## config.mk

```make
export PLATFORM = sky130hd
export DESIGN_NAME = afsg_top
export DESIGN_NICKNAME = d
export VERILOG_FILES = /design/src/rtl/afsg_top.v
export VERILOG_INCLUDE_DIRS = /design/src /design/src/rtl
export SDC_FILE = /design/constraint.sdc
export NUM_CORES = 1
export LEC_CHECK = 0
export BUFFER_PORTS_ARGS = -buffer_cell sky130_fd_sc_hd__buf_2
export CORE_MARGIN = 2
export CORE_UTILIZATION = 51
export DETAILED_ROUTE_END_ITERATION = 10
export HOLD_SLACK_MARGIN = 0.15
export PLACE_DENSITY = 0.76
export SLEW_MARGIN = 15
export SYNTH_ARGS = -nofsm -noshare
export SYNTH_HDL_FRONTEND = slang
export SYNTH_SLANG_ARGS = --single-unit
```

## constraint.sdc

```tcl
create_clock -name clk_i -period 2.3 [get_ports clk_i]
set_input_delay 0.23 -clock clk_i [delete_from_list [all_inputs] [get_ports clk_i]]
set_output_delay 0.23 -clock clk_i [all_outputs]
set_load 0.05 [all_outputs]
```

## src/rtl/afsg_map.vh

```
`ifndef AFSG_MAP_VH
`define AFSG_MAP_VH

// ============================================================
// Register byte offsets
`define AFSG_A_INIT      12'h000
`define AFSG_A_AVG       12'h004
`define AFSG_A_STAT      12'h008

// ============================================================
// Field positions and reset values
`define AFSG_SEL_LSB     0
`define AFSG_SEL_MSB     2
`define AFSG_SYNC_LSB    3
`define AFSG_SYNC_MSB    4
`define AFSG_SEL_RST     3'h7
`define AFSG_SYNC_RST    2'h0
`define AFSG_AVG_RST     5'h00
`define AFSG_NCH         5

// ============================================================
// Source, sync and operating mode encodings
`define AFSG_SRC_TEMP    3'h5
`define AFSG_SRC_VPWR    3'h6
`define AFSG_SYNC_OFF    2'h0
`define AFSG_SYNC_VALID  2'h1
`define AFSG_SYNC_RESTART 2'h2
`define AFSG_SYNC_MID    2'h3
`define AFSG_MODE_SLEEP  2'h0
`define AFSG_MODE_NORMAL 2'h1
`define AFSG_MODE_FAIL   2'h2

// ============================================================
// Timing in microseconds, clock rate in MHz and prescaler divide ratio in clock cycles
`define AFSG_CLK_MHZ     10
`define AFSG_TURN_ON_DELAY_US 50
`define AFSG_T_SET_US    260
`define AFSG_T_OVF_US    100
`define AFSG_T_DEF_US    6500
`define AFSG_PRESC_DIV   1024

`endif

```

## src/rtl/afsg_top.v

```verilog
// The implementer's own choices: the APB register port and the placing of the registers.
`include "afsg_map.vh"

module afsg_top #(
	parameter BLANK_CYC = (`AFSG_TURN_ON_DELAY_US + `AFSG_T_SET_US) * `AFSG_CLK_MHZ,
	parameter OVF_CYC   = `AFSG_T_OVF_US * `AFSG_CLK_MHZ,
	parameter DEF_HALF  = (`AFSG_T_DEF_US * `AFSG_CLK_MHZ) / 2,
	parameter PRE_HALF  = `AFSG_PRESC_DIV / 2
) (
	input  wire        clk_i,
	input  wire        resetn_i,
	input  wire        psel_i,
	input  wire        penable_i,
	input  wire        pwrite_i,
	input  wire [11:0] paddr_i,
	input  wire [31:0] pwdata_i,
	output reg  [31:0] prdata_o,
	output wire        pready_o,
	output wire        pslverr_o,
	input  wire [1:0]  op_mode_i,
	input  wire [4:0]  pwm_on_i,
	input  wire [4:0]  full_duty_i,
	input  wire [4:0]  inrush_i,
	input  wire [4:0]  out_fault_i,
	input  wire [4:0]  out_enable_i,
	input  wire        pwm_cycle_i,
	input  wire        pwm_clk_fail_i,
	output reg         feedback_enable_o,
	output wire [2:0]  feedback_source_o,
	output reg         current_fb_o,
	output reg  [4:0]  half_range_o,
	output wire [4:0]  offset_sign_o,
	input  wire        sync_pin_i,
	output wire        sync_pin_o,
	output reg         sync_pin_oe_o
);

// ============================================================
// Cycle counts sized for the counters
localparam [16:0] BLANK_C = BLANK_CYC[16:0];
localparam [16:0] OVF_C   = OVF_CYC[16:0];
localparam [16:0] DEF_C   = DEF_HALF[16:0];
localparam [16:0] PRE_C   = PRE_HALF[16:0];

function is_cur;
	input [2:0] s;
	begin
		is_cur = (s < `AFSG_SRC_TEMP);
	end
endfunction

// Picks the selected channel's bit; zero for non-current sources
function pick;
	input [4:0] v;
	input [2:0] s;
	begin
		pick = is_cur(s) ? v[s] : 1'b0;
	end
endfunction

// Temperature and supply sources share the free-running square wave
function is_volt;
	input [2:0] s;
	begin
		is_volt = (s == `AFSG_SRC_TEMP) | (s == `AFSG_SRC_VPWR);
	end
endfunction

// Full 12-bit compare, so aliases of a register are refused
function addr_hit;
	input [11:0] a;
	input [11:0] off;
	begin
		addr_hit = (a == off);
	end
endfunction

// Counts up and wraps to zero on the terminal tick
function [16:0] wrap_up;
	input [16:0] cnt;
	input        tick;
	begin
		if (tick)
			wrap_up = 17'h0_0000;
		else
			wrap_up = cnt + 17'h0_0001;
	end
endfunction

// Loads on a start event, otherwise runs down and rests at zero
function [16:0] run_down;
	input [16:0] cnt;
	input        start;
	input [16:0] val;
	begin
		if (start)
			run_down = val;
		else if (cnt != 17'h0_0000)
			run_down = cnt - 17'h0_0001;
		else
			run_down = 17'h0_0000;
	end
endfunction

// ============================================================
// Register bus
reg  [2:0]  fb_sel;
reg  [1:0]  sync_mode;
reg  [4:0]  avg_en;
reg  [4:0]  offset_sign;
reg  [4:0]  fault_hold;
reg  [16:0] blank_cnt;
reg         restart_wait;
reg         mid_blank;
reg  [31:0] rd_mux;
wire        acc     = psel_i & penable_i;
wire        hit_i   = addr_hit(paddr_i, `AFSG_A_INIT);
wire        hit_a   = addr_hit(paddr_i, `AFSG_A_AVG);
// Status is read only; writes to it are dropped without an error
wire        hit_s   = addr_hit(paddr_i, `AFSG_A_STAT);
wire        mapped  = hit_i | hit_a | hit_s;
wire        wr      = acc & pwrite_i & mapped;

// No wait states: every access completes in its first access cycle
assign pready_o  = 1'b1;
assign pslverr_o = acc & ~mapped;

always @* begin
	rd_mux = 32'h0000_0000;
	if (hit_i)
		rd_mux[4:0] = {sync_mode, fb_sel};
	else if (hit_a)
		rd_mux[4:0] = avg_en;
	else if (hit_s)
		rd_mux[16:0] = {op_mode_i, current_fb_o, sync_pin_oe_o, mid_blank,
			restart_wait, (blank_cnt != 17'h0_0000), fault_hold,
			offset_sign};
end

always @(posedge clk_i or negedge resetn_i) begin
	if (!resetn_i) begin
		fb_sel    <= `AFSG_SEL_RST;
		sync_mode <= `AFSG_SYNC_RST;
		avg_en    <= `AFSG_AVG_RST;
		prdata_o  <= 32'h0000_0000;
	end else begin
		// Read data is captured in the setup cycle and held through access
		if (psel_i & ~penable_i)
			prdata_o <= rd_mux;
		if (wr & hit_i) begin
			fb_sel    <= pwdata_i[`AFSG_SEL_MSB:`AFSG_SEL_LSB];
			sync_mode <= pwdata_i[`AFSG_SYNC_MSB:`AFSG_SYNC_LSB];
		end
		if (wr & hit_a)
			avg_en <= pwdata_i[4:0];
	end
end

// ============================================================
// Channel view and analog feedback control
wire        normal   = (op_mode_i == `AFSG_MODE_NORMAL);
wire        fail     = (op_mode_i == `AFSG_MODE_FAIL);
wire        cur_src  = is_cur(fb_sel);
wire        volt_src = is_volt(fb_sel);
wire        on_sel   = pick(pwm_on_i, fb_sel);
wire        inr_sel  = pick(inrush_i, fb_sel);
wire        full_sel = pick(full_duty_i, fb_sel);
wire        flt_sel  = pick(fault_hold, fb_sel);
wire [4:0]  avg_act  = avg_en & {5{~fail}};
wire        avg_sel  = pick(avg_act, fb_sel);
// Non-current sources never gate on, since pick returns zero for them
wire        fb_gate  = normal & cur_src & on_sel & ~inr_sel;

assign feedback_source_o = fb_sel;
assign offset_sign_o     = offset_sign;
// The pin only ever pulls low; the external pull-up makes the high
assign sync_pin_o        = 1'b0;

always @(posedge clk_i or negedge resetn_i) begin
	if (!resetn_i) begin
		feedback_enable_o <= 1'b0;
		current_fb_o      <= 1'b0;
		half_range_o      <= 5'h00;
	end else begin
		feedback_enable_o <= normal;
		current_fb_o      <= fb_gate;
		half_range_o      <= avg_act;
	end
end

// ============================================================
// Change detection and offset toggling
reg  [2:0]  prev_sel;
reg         pin_prev;
reg  [4:0]  en_prev;
wire        sel_chg  = (fb_sel != prev_sel);
wire        pin_rise = sync_pin_i & ~pin_prev;
wire [4:0]  en_rise  = out_enable_i & ~en_prev;
wire        off_sw   = normal & cur_src & avg_sel & pin_rise;
reg  [4:0]  next_offset_sign;
reg  [4:0]  next_fault_hold;

always @* begin
	next_offset_sign = offset_sign;
	if (off_sw)
		next_offset_sign[fb_sel] = ~offset_sign[fb_sel];
	// A fault in the same cycle as re-enable keeps the hold
	next_fault_hold = (fault_hold & ~en_rise) | out_fault_i;
end

// Previous pin level resets high, the pull-up's idle level: no false edge

always @(posedge clk_i or negedge resetn_i) begin
	if (!resetn_i) begin
		prev_sel    <= `AFSG_SEL_RST;
		pin_prev    <= 1'b1;
		en_prev     <= 5'h00;
		offset_sign <= 5'h00;
		fault_hold  <= 5'h00;
	end else begin
		prev_sel <= fb_sel;
		pin_prev <= sync_pin_i;
		en_prev  <= out_enable_i;
		offset_sign <= next_offset_sign;
		fault_hold  <= next_fault_hold;
	end
end

// ============================================================
// Blanking, restart wait and midpoint tracking
reg  [16:0] on_cnt;
reg  [16:0] last_len;
reg  [16:0] ovf_cnt;
wire        blanking = (blank_cnt != 17'h0_0000);
wire        past_mid = on_sel & (on_cnt >= {1'b0, last_len[16:1]});
wire        ovf_hi   = (ovf_cnt != 17'h0_0000);

always @(posedge clk_i or negedge resetn_i) begin
	if (!resetn_i) begin
		blank_cnt    <= 17'h0_0000;
		restart_wait <= 1'b0;
		mid_blank    <= 1'b0;
		on_cnt       <= 17'h0_0000;
		last_len     <= 17'h0_0000;
		ovf_cnt      <= 17'h0_0000;
	end else begin
		blank_cnt <= run_down(blank_cnt, sel_chg | off_sw, BLANK_C);
		// Restart wait outlives the blank when the PWM period is long
		if (sel_chg)
			restart_wait <= 1'b1;
		else if (pwm_cycle_i)
			restart_wait <= 1'b0;
		if (sel_chg)
			mid_blank <= 1'b1;
		else if (past_mid)
			mid_blank <= 1'b0;
		// On-pulse length of the last complete pulse sets the midpoint
		// The first pulse after reset has no history and passes at once
		if (on_sel) begin
			if (on_cnt != 17'h1_ffff)
				on_cnt <= on_cnt + 17'h0_0001;
		end else begin
			if (on_cnt != 17'h0_0000)
				last_len <= on_cnt;
			on_cnt <= 17'h0_0000;
		end
		// Overflow pulse counter only matters while full duty is set
		ovf_cnt <= run_down(ovf_cnt, pwm_cycle_i, OVF_C);
	end
end

// ============================================================
// Free-running square waves
reg  [16:0] pre_cnt;
reg  [16:0] def_cnt;
reg         pre_sq;
reg         def_sq;
// Both dividers run freely, so switching sources may cut a half wave
wire        pre_tick = (pre_cnt == PRE_C - 17'h0_0001);
wire        def_tick = (def_cnt == DEF_C - 17'h0_0001);

always @(posedge clk_i or negedge resetn_i) begin
	if (!resetn_i) begin
		pre_cnt <= 17'h0_0000;
		def_cnt <= 17'h0_0000;
		pre_sq  <= 1'b1;
		def_sq  <= 1'b1;
	end else begin
		pre_cnt <= wrap_up(pre_cnt, pre_tick);
		def_cnt <= wrap_up(def_cnt, def_tick);
		if (pre_tick)
			pre_sq <= ~pre_sq;
		if (def_tick)
			def_sq <= ~def_sq;
	end
end

// ============================================================
// Sync pin drive; high output enable pulls the pin low
reg act_cur;
reg next_drive;
wire valid = fb_gate & ~flt_sel & ~blanking;

always @* begin
	act_cur = 1'b0;
	case (sync_mode)
	`AFSG_SYNC_OFF:
		act_cur = 1'b0;
	`AFSG_SYNC_VALID:
		act_cur = valid;
	`AFSG_SYNC_RESTART:
		// Full duty has no off phase; the overflow pulse marks the cycle
		if (full_sel)
			act_cur = ~ovf_hi & ~inr_sel & ~flt_sel & ~restart_wait;
		else
			act_cur = valid & ~restart_wait;
	`AFSG_SYNC_MID:
		if (full_sel)
			act_cur = ~ovf_hi & ~inr_sel & ~flt_sel & ~mid_blank;
		else
			act_cur = valid & past_mid & ~mid_blank;
	default:
		act_cur = 1'b0;
	endcase
end

always @* begin
	next_drive = 1'b0;
	if (!normal)
		next_drive = 1'b0;
	// Clock failure wins over the selected source's own sync behaviour
	else if (pwm_clk_fail_i & (cur_src | volt_src))
		next_drive = ~def_sq;
	else if (volt_src)
		next_drive = ~pre_sq;
	else if (cur_src)
		next_drive = act_cur;
end

always @(posedge clk_i or negedge resetn_i) begin
	if (!resetn_i)
		sync_pin_oe_o <= 1'b0;
	else
		sync_pin_oe_o <= next_drive;
end

endmodule // afsg_top

```

* Yosys cells after proc, flatten, opt, wreduce, memory -nomap -nowiden
Cells that the tools add are included.
** Storage, ports and cells
- Bits in registers :: 160
- Input port bits :: 79
- Output and inout bits :: 51
- Logic and storage cells :: 148
** Cells by class
- Add/sub/neg operators :: 5
- Magnitude comparators :: 4
- Equality and inequality tests :: 14
- Muxes and demuxes :: 44
- Bitwise gates (word level) :: 49
- Reductions and logical operators :: 9
** Operators with widths (number)
- 17-bit two-way mux :: 9
- 17-bit by 1-bit adder with 17-bit output (second input constant) :: 3
- 17-bit nonzero test :: 3
- 17-bit by 1-bit subtractor with 17-bit output (second input constant) :: 2
- 1-bit bitwise AND :: 24
- 12-bit two-way mux :: 2
- 1-bit two-way mux :: 22
- 1-bit binary-select mux with 3-bit select :: 6
- 17-bit by 15-bit == test with 1-bit output (second input constant) :: 1
- 17-bit by 9-bit == test with 1-bit output (second input constant) :: 1
- 17-bit by 16-bit >= comparator with 1-bit output :: 1
- 17-bit != test (second input constant) :: 1
- 5-bit bitwise AND :: 3
- 1-bit inverter :: 14
- 12-bit by 3-bit == test with 1-bit output (second input constant) :: 1
- 12-bit by 4-bit == test with 1-bit output (second input constant) :: 1
- 12-bit logical NOT :: 1
- 5-bit two-way mux :: 2
- 5-bit inverter :: 2
- 2-bit == test (second input constant) :: 3
- 3-bit == test (second input constant) :: 2
- 5-bit bitwise mux :: 1
- 1-bit bitwise OR :: 5
- 5-bit bitwise OR :: 1
- other kinds (12) :: 14

* Longest topological paths before layout
- Word-level depth :: 15
- Gate-level depth with buffers :: 11
- Gate-level depth less buffers :: 10

* Least setup slack after synthesis
No wires, ideal clock.
- Path kind :: reg2reg
- Start point :: register fb_sel[2], in the netlist feedback_source_o[2]
- End point :: register last_len[10]
- Setup time :: 0.125 ns
- Arrival time :: 2.241 ns
- Required time :: 2.175 ns
- Path slack :: -0.065 ns
- Stages on the path, launching flop included :: 7
- Buffers on the path :: 2
- Clock period less this slack :: 2.365 ns
- Cell sequence :: dfstp_2 > clkbuf_1 > a211oi_1 > o32a_1 > nand2_1 > buf_2 > mux2_2
** Between the ends
- Cells in the longest elaborated chain, start to end :: 5
- Elaborated cells between the ends (all ways) :: 6
- Classes of those cells :: 1 x order compare; 3 x mux; 1 x bitwise; 1 x reduce/logical
** RTL lines
- start, declared :: RTL line afsg_top.v:107 : reg [2:0] fb_sel;
- start signal, assigned :: RTL line afsg_top.v:142 : fb_sel <= `AFSG_SEL_RST;
- start signal, assigned :: RTL line afsg_top.v:151 : fb_sel <= pwdata_i[`AFSG_SEL_MSB:`AFSG_SEL_LSB];
- 1-bit binary-select mux with 3-bit select :: RTL line afsg_top.v:57 : pick = is_cur(s) ? v[s] : 1'b0;
- 1-bit two-way mux (implied by the code) :: RTL line afsg_top.v:57
- 1-bit two-way mux * :: RTL line afsg_top.v:57
- 1-bit inverter (no line) *
- 2-bit AND reduction (no line) *
- end signal, assigned :: RTL line afsg_top.v:264 : last_len <= on_cnt;
- end, declared :: RTL line afsg_top.v:232 : reg [16:0] last_len;
Mark *: on every way between the ends. The rest lies on a longest branch, timed or not. The select of a mux whose other input is x is not followed.
A chain may end at the register's enable or synchronous reset.

* Final worst setup path
- Start point :: register ovf_cnt[5]
- End point :: register sync_pin_oe_o
** Between the ends
- Cells in the longest elaborated chain, start to end :: 11
- Elaborated cells between the ends (all ways) :: 13
- Classes of those cells :: 7 x mux; 5 x bitwise; 1 x reduce/logical
** RTL lines
- start, declared :: RTL line afsg_top.v:233 : reg [16:0] ovf_cnt;
- start signal, assigned :: RTL line afsg_top.v:268 : ovf_cnt <= run_down(ovf_cnt, pwm_cycle_i, OVF_C);
- 17-bit nonzero test * :: RTL line afsg_top.v:236 : wire ovf_hi = (ovf_cnt != 17'h0_0000);
- 1-bit inverter * :: RTL line afsg_top.v:314, afsg_top.v:319
- 1-bit bitwise AND * (2 in series) :: RTL line afsg_top.v:314, afsg_top.v:319
- 1-bit bitwise AND (on tied branches) :: RTL line afsg_top.v:319, afsg_top.v:314
- 1-bit two-way mux (on tied branches) :: RTL line afsg_top.v:318, afsg_top.v:313
- 1-bit one-hot mux with 4 select lines * :: RTL line afsg_top.v:306 : case (sync_mode)
- 1-bit two-way mux * :: RTL line afsg_top.v:336 : else if (cur_src)
- 1-bit two-way mux * :: RTL line afsg_top.v:334 : else if (volt_src)
- 1-bit two-way mux * :: RTL line afsg_top.v:332 : else if (pwm_clk_fail_i & (cur_src | volt_src))
- 1-bit two-way mux * :: RTL line afsg_top.v:329 : if (!normal)
- named net next_drive :: RTL line afsg_top.v:301 : reg next_drive;
- end signal, assigned :: RTL line afsg_top.v:344 : sync_pin_oe_o <= next_drive;
- end, declared :: RTL line afsg_top.v:35 : output reg sync_pin_oe_o
The timed path passes the listed nets; every way through them passes the cells marked *.

==> impl_table.tex <==
\begin{tabular}{lr}
\hline
Metric & Value \\
\hline
\multicolumn{2}{l}{\textbf{Placed design}} \\
Half-perimeter wire length after placement & 11600 µm \\
Placed Instances & 1016 \\
RePlAce Congestion & 0.825 \\
Worst slack, placed & 0.128 ns \\
Count of input and output buffers & 85 \\
Total placed instance area & 0.00860 mm² \\
\multicolumn{2}{l}{\textbf{Synthesis}} \\
Fraction of post-synthesis cell area in the top cell type by area & 48.6\% \\
Dominant cell type by area after synthesis & sky130\_fd\_sc\_hd\_\_dfrtp\_1 \\
Post-synthesis instance area & 0.00772 mm² \\
Commonest cells post-synth & sky130\_fd\_sc\_hd\_\_dfrtp\_1, sky130\_fd\_sc\_hd\_\_nor2\_1, sky130\_fd\_sc\_hd\_\_nand2\_1, sky130\_fd\_sc\_hd\_\_xnor2\_1, sky130\_fd\_sc\_hd\_\_xor2\_1 \\
Count of flip-flops with a built-in enable after synthesis & 0 \\
Largest cells by area after synthesis & sky130\_fd\_sc\_hd\_\_dfrtp\_1, sky130\_fd\_sc\_hd\_\_xnor2\_1, sky130\_fd\_sc\_hd\_\_nor2\_1 \\
Yosys synthesis warning count & 0 \\
Share of synthesized flip-flops with an asynchronous set or reset & 100\% \\
Top FF cell, synth & sky130\_fd\_sc\_hd\_\_dfrtp\_1 \\
Synth Register Bits & 159 \\
Count of distinct cell types in the synthesized netlist & 62 \\
Post-synthesis sequential area ratio & 51.7\% \\
Gate Count Post-Synth & 724 \\
Top-count cell post-synth & sky130\_fd\_sc\_hd\_\_dfrtp\_1 \\
Mean instance size in the synthesized netlist & 10.7 µm² \\
\multicolumn{2}{l}{\textbf{Timing}} \\
Max Slew Vio Count & 0 \\
Pin slew with the least headroom to its limit & 0.611 ns \\
Fmax & 458 MHz \\
Final worst path period need & 2.18 ns \\
Slew Limit Headroom & 59.2\% \\
Final setup fails & 0 \\
Min setup slack post-route & 0.118 ns \\
Setup clock skew after layout & 0.00677 ns \\
Final-report hold violation count & 0 \\
Setup tns final & 0 ns \\
Final Cycle Share & 94.9\% \\
\multicolumn{2}{l}{\textbf{Worst setup path}} \\
Endpoint arrival time on the critical path & 2.52 ns \\
Data required time at the worst endpoint & 2.63 ns \\
Kind of start point of the critical path & flip-flop \\
Critical Setup Path Class & flip-flop to flip-flop \\
Depth of the most critical reg-to-reg path & 6 \\
Critical path peak fanout & 4 \\
Type of element capturing the critical path & flip-flop \\
\multicolumn{2}{l}{\textbf{Final layout}} \\
Net count of the finished layout & 975 \\
Final antenna diode count & 0 \\
Layout cells sized above 1 & 24.7\% \\
Non-filler cells, final & 1070 \\
Post-route cell area & 0.00942 mm² \\
Area growth from synthesis to layout & 22.0\% \\
Post-Route Utilization & 64.4\% \\
\multicolumn{2}{l}{\textbf{Pwr}} \\
Portion of total power attributed to the clock network & 41.8\% \\
Power per standard cell area & 689 mW/mm² \\
Sequential Power Share & 47.4\% \\
Leakage power total & 4.49 nW \\
Internal power contribution & 0.00477 W \\
IR Drop Worst-Case VDD & 0.540 mV \\
Part of the power in combinational logic & 10.8\% \\
Switching share of power & 26.5\% \\
Net switching power & 0.00172 W \\
\multicolumn{2}{l}{\textbf{GRT}} \\
Number of antenna violations at the first check in global routing & 0 \\
Maximum number of pins on one net before global-route repair & 66 \\
Total global routing overflow & 0 \\
Global-route wire length before repair & 27800 µm \\
Via count of the first global-routing pass & 5677 \\
Global-route usage over all layers & 21.6\% \\
\multicolumn{2}{l}{\textbf{CTS}} \\
TritonCTS buffer count & 17 \\
Reg clk slew, reported paths & 0.06 ns \\
Clock root buffer & sky130\_fd\_sc\_hd\_\_clkbuf\_16 \\
Worst-case clock buffer depth & 2 \\
Clock latency at the later pin of the worst-skew pair & 0.43 ns \\
Number of clock sinks seen by CTS & 159 \\
H-tree depth reported by CTS & 4 \\
CTS tree & built \\
\multicolumn{2}{l}{\textbf{Floorplan}} \\
Die width & 127 µm \\
Placeable core region & 0.0146 mm² \\
Die footprint & 0.0161 mm² \\
Number of I/O pins & 130 \\
Row Count & 44 \\
Vertical die dimension & 127 µm \\
Effective utilization at floorplan & 52.8\% \\
\multicolumn{2}{l}{\textbf{Run}} \\
Max-cap viol count & 0 \\
\multicolumn{2}{l}{\textbf{Route}} \\
Routed wire per std cell & 15.5 µm \\
Number of iterations in the first detailed-routing pass & 5 \\
Via count & 5804 \\
\# DRC & 0 \\
Via/cell ratio & 5.42 \\
Number of DRC violations after detailed-routing iteration 0 & 324 \\
Final antenna-violating net count & 0 \\
Final Routed Wirelength & 16600 µm \\
\multicolumn{2}{l}{\textbf{Run status}} \\
Status & finished, final reports clean \\
\multicolumn{2}{l}{\textbf{Worst hold path}} \\
Depth of the worst hold-timing path & 4 \\
Classification of the worst-slack hold path & input pin to flip-flop \\
\hline
\end{tabular}
power groups by stage:
stage               sequential (W)  combinational (W)  clock [W]
global placement           0.00311           0.000645          0
finish                     0.00308           0.000699    0.00271
floorplan                  0.00309           0.000471          0
CTS                        0.00307           0.000698    0.00276
global route               0.00310           0.000791    0.00290
detailed placement         0.00311           0.000670          0
logic make-up after synthesis:
family / after synthesis / synth area share (%)
AOI/OAI and AO/OA: 90 / 7.90
buffers and inverters: 67 / 4.16
DFF: 159 / 51.7
adders and majority gates: 23 / 3.73
other: 2 / 0.0972
muxes: 40 / 5.78
and+or+nand+nor: 269 / 18.3
xor gates and xnor gates: 74 / 8.39
state kept, by name, indices dropped and copies added, names as in the netlist:
name and cells:
ovf_cnt 17, def_cnt 17, prdata_o 17, mid_blank 1, sync_pin_oe_o 1, blank_cnt 17
restart_wait 1, def_sq 1, current_fb_o 1, feedback_enable_o 1, prev_sel 3, last_len 16
half_range_o 5, sync_mode 2, fault_hold 5, en_prev 5, avg_en 5, feedback_source_o 3
pin_prev 1, offset_sign_o 5, pre_sq 1, pre_cnt 17, on_cnt 17
cells in the final DEF, fill, tap and decap left out, types with 4 or more instances in the layout:
cell                            instances
sky130_fd_sc_hd__clkbuf_16             17
sky130_fd_sc_hd__nand2b_1              13
sky130_fd_sc_hd__nor3b_1                5
sky130_fd_sc_hd__o21ai_0               22
sky130_fd_sc_hd__buf_2                 84
sky130_fd_sc_hd__xor2_1                35
sky130_fd_sc_hd__or4_1                  4
sky130_fd_sc_hd__a21oi_1               17
sky130_fd_sc_hd__dfrtp_1              150
sky130_fd_sc_hd__nor3_1                11
sky130_fd_sc_hd__clkinvlp_4             4
sky130_fd_sc_hd__and2_1                 7
sky130_fd_sc_hd__and4_1                 4
sky130_fd_sc_hd__nand4_1               13
sky130_fd_sc_hd__a211oi_1               5
sky130_fd_sc_hd__nand2_1               40
sky130_fd_sc_hd__dfstp_2                9
sky130_fd_sc_hd__conb_1                17
sky130_fd_sc_hd__inv_1                 32
sky130_fd_sc_hd__ha_1                  23
sky130_fd_sc_hd__a21o_1                 7
sky130_fd_sc_hd__nor4_1                14
sky130_fd_sc_hd__xnor2_1               39
sky130_fd_sc_hd__dlygate4sd3_1         21
sky130_fd_sc_hd__mux2i_1               12
sky130_fd_sc_hd__nand3_1               28
sky130_fd_sc_hd__nor2_1                85
sky130_fd_sc_hd__or3_1                  5
sky130_fd_sc_hd__a22o_1                10
sky130_fd_sc_hd__buf_4                 42
sky130_fd_sc_hd__nor2b_1                7
sky130_fd_sc_hd__mux2_2                27
sky130_fd_sc_hd__o21bai_1               5
sky130_fd_sc_hd__and3_1                 9
sky130_fd_sc_hd__clkinv_4               5
sky130_fd_sc_hd__nor3_2                 5
area by class of cell:
type	count	area, µm²
timing repair buffer	150	997
sequential	159	3990
clock buffer	18	439
multi-input combinational	513	3510
fill	1129	5220
tap	184	230
clock inverter	14	135
inverter	32	120
metrics by stage:
stage	power [W]	hold WS [ns]
2_1_floorplan	0.00356	-0.0656
3_3_place_gp	0.00376	0.260
3_5_place_dp	0.00378	0.261
4_1_cts	0.00653	0.186
5_1_grt	0.00679	0.205
6_report	0.00649	0.206
final timing paths:
path	startpoint	endpoint	slack, ns
setup / recovery	ovf_cnt[5]$_DFF_PN0_	sync_pin_oe_o$_DFF_PN0_	0.12
hold reg to reg	blank_cnt[0]$_DFF_PN0_	blank_cnt[0]$_DFF_PN0_	0.46
max in group asynchronous	resetn_i	on_cnt[1]$_DFFE_PN0P_	1.14
min in group asynchronous	resetn_i	ovf_cnt[13]$_DFF_PN0_	0.35
setup reg to reg	ovf_cnt[5]$_DFF_PN0_	sync_pin_oe_o$_DFF_PN0_	0.12
hold / removal	inrush_i[4]	current_fb_o$_DFF_PN0_	0.21
critical path, cell delays in order, from the launching register on:
cell	delay, ns
sky130_fd_sc_hd__dfrtp_1	0.39
sky130_fd_sc_hd__or4_4	0.58
sky130_fd_sc_hd__nor4_4	0.30
sky130_fd_sc_hd__nor3b_4	0.27
sky130_fd_sc_hd__o221ai_2	0.12
sky130_fd_sc_hd__o21a_1	0.19
sky130_fd_sc_hd__o31ai_2	0.23
per-layer routing:
metal  share of wire, %  track usage (%)  vias to the layer above
met5                  0                0                        -
met3                4.5             4.69                       34
met4                2.2             7.95                        0
li1                   -                -                     2793
met2                 47             33.6                      160
met1                 46             30.1                     2817
what timing repair did:
item | in CTS | in global routing
buffers inserted | 0 | 1
gates resized for setup | 0 | 6
hold endpoints to repair | 88 | 0
hold buffers | 21 | 0
endpoints found under the setup margin | 0 | 17
(Power assumes the default switching activity.)
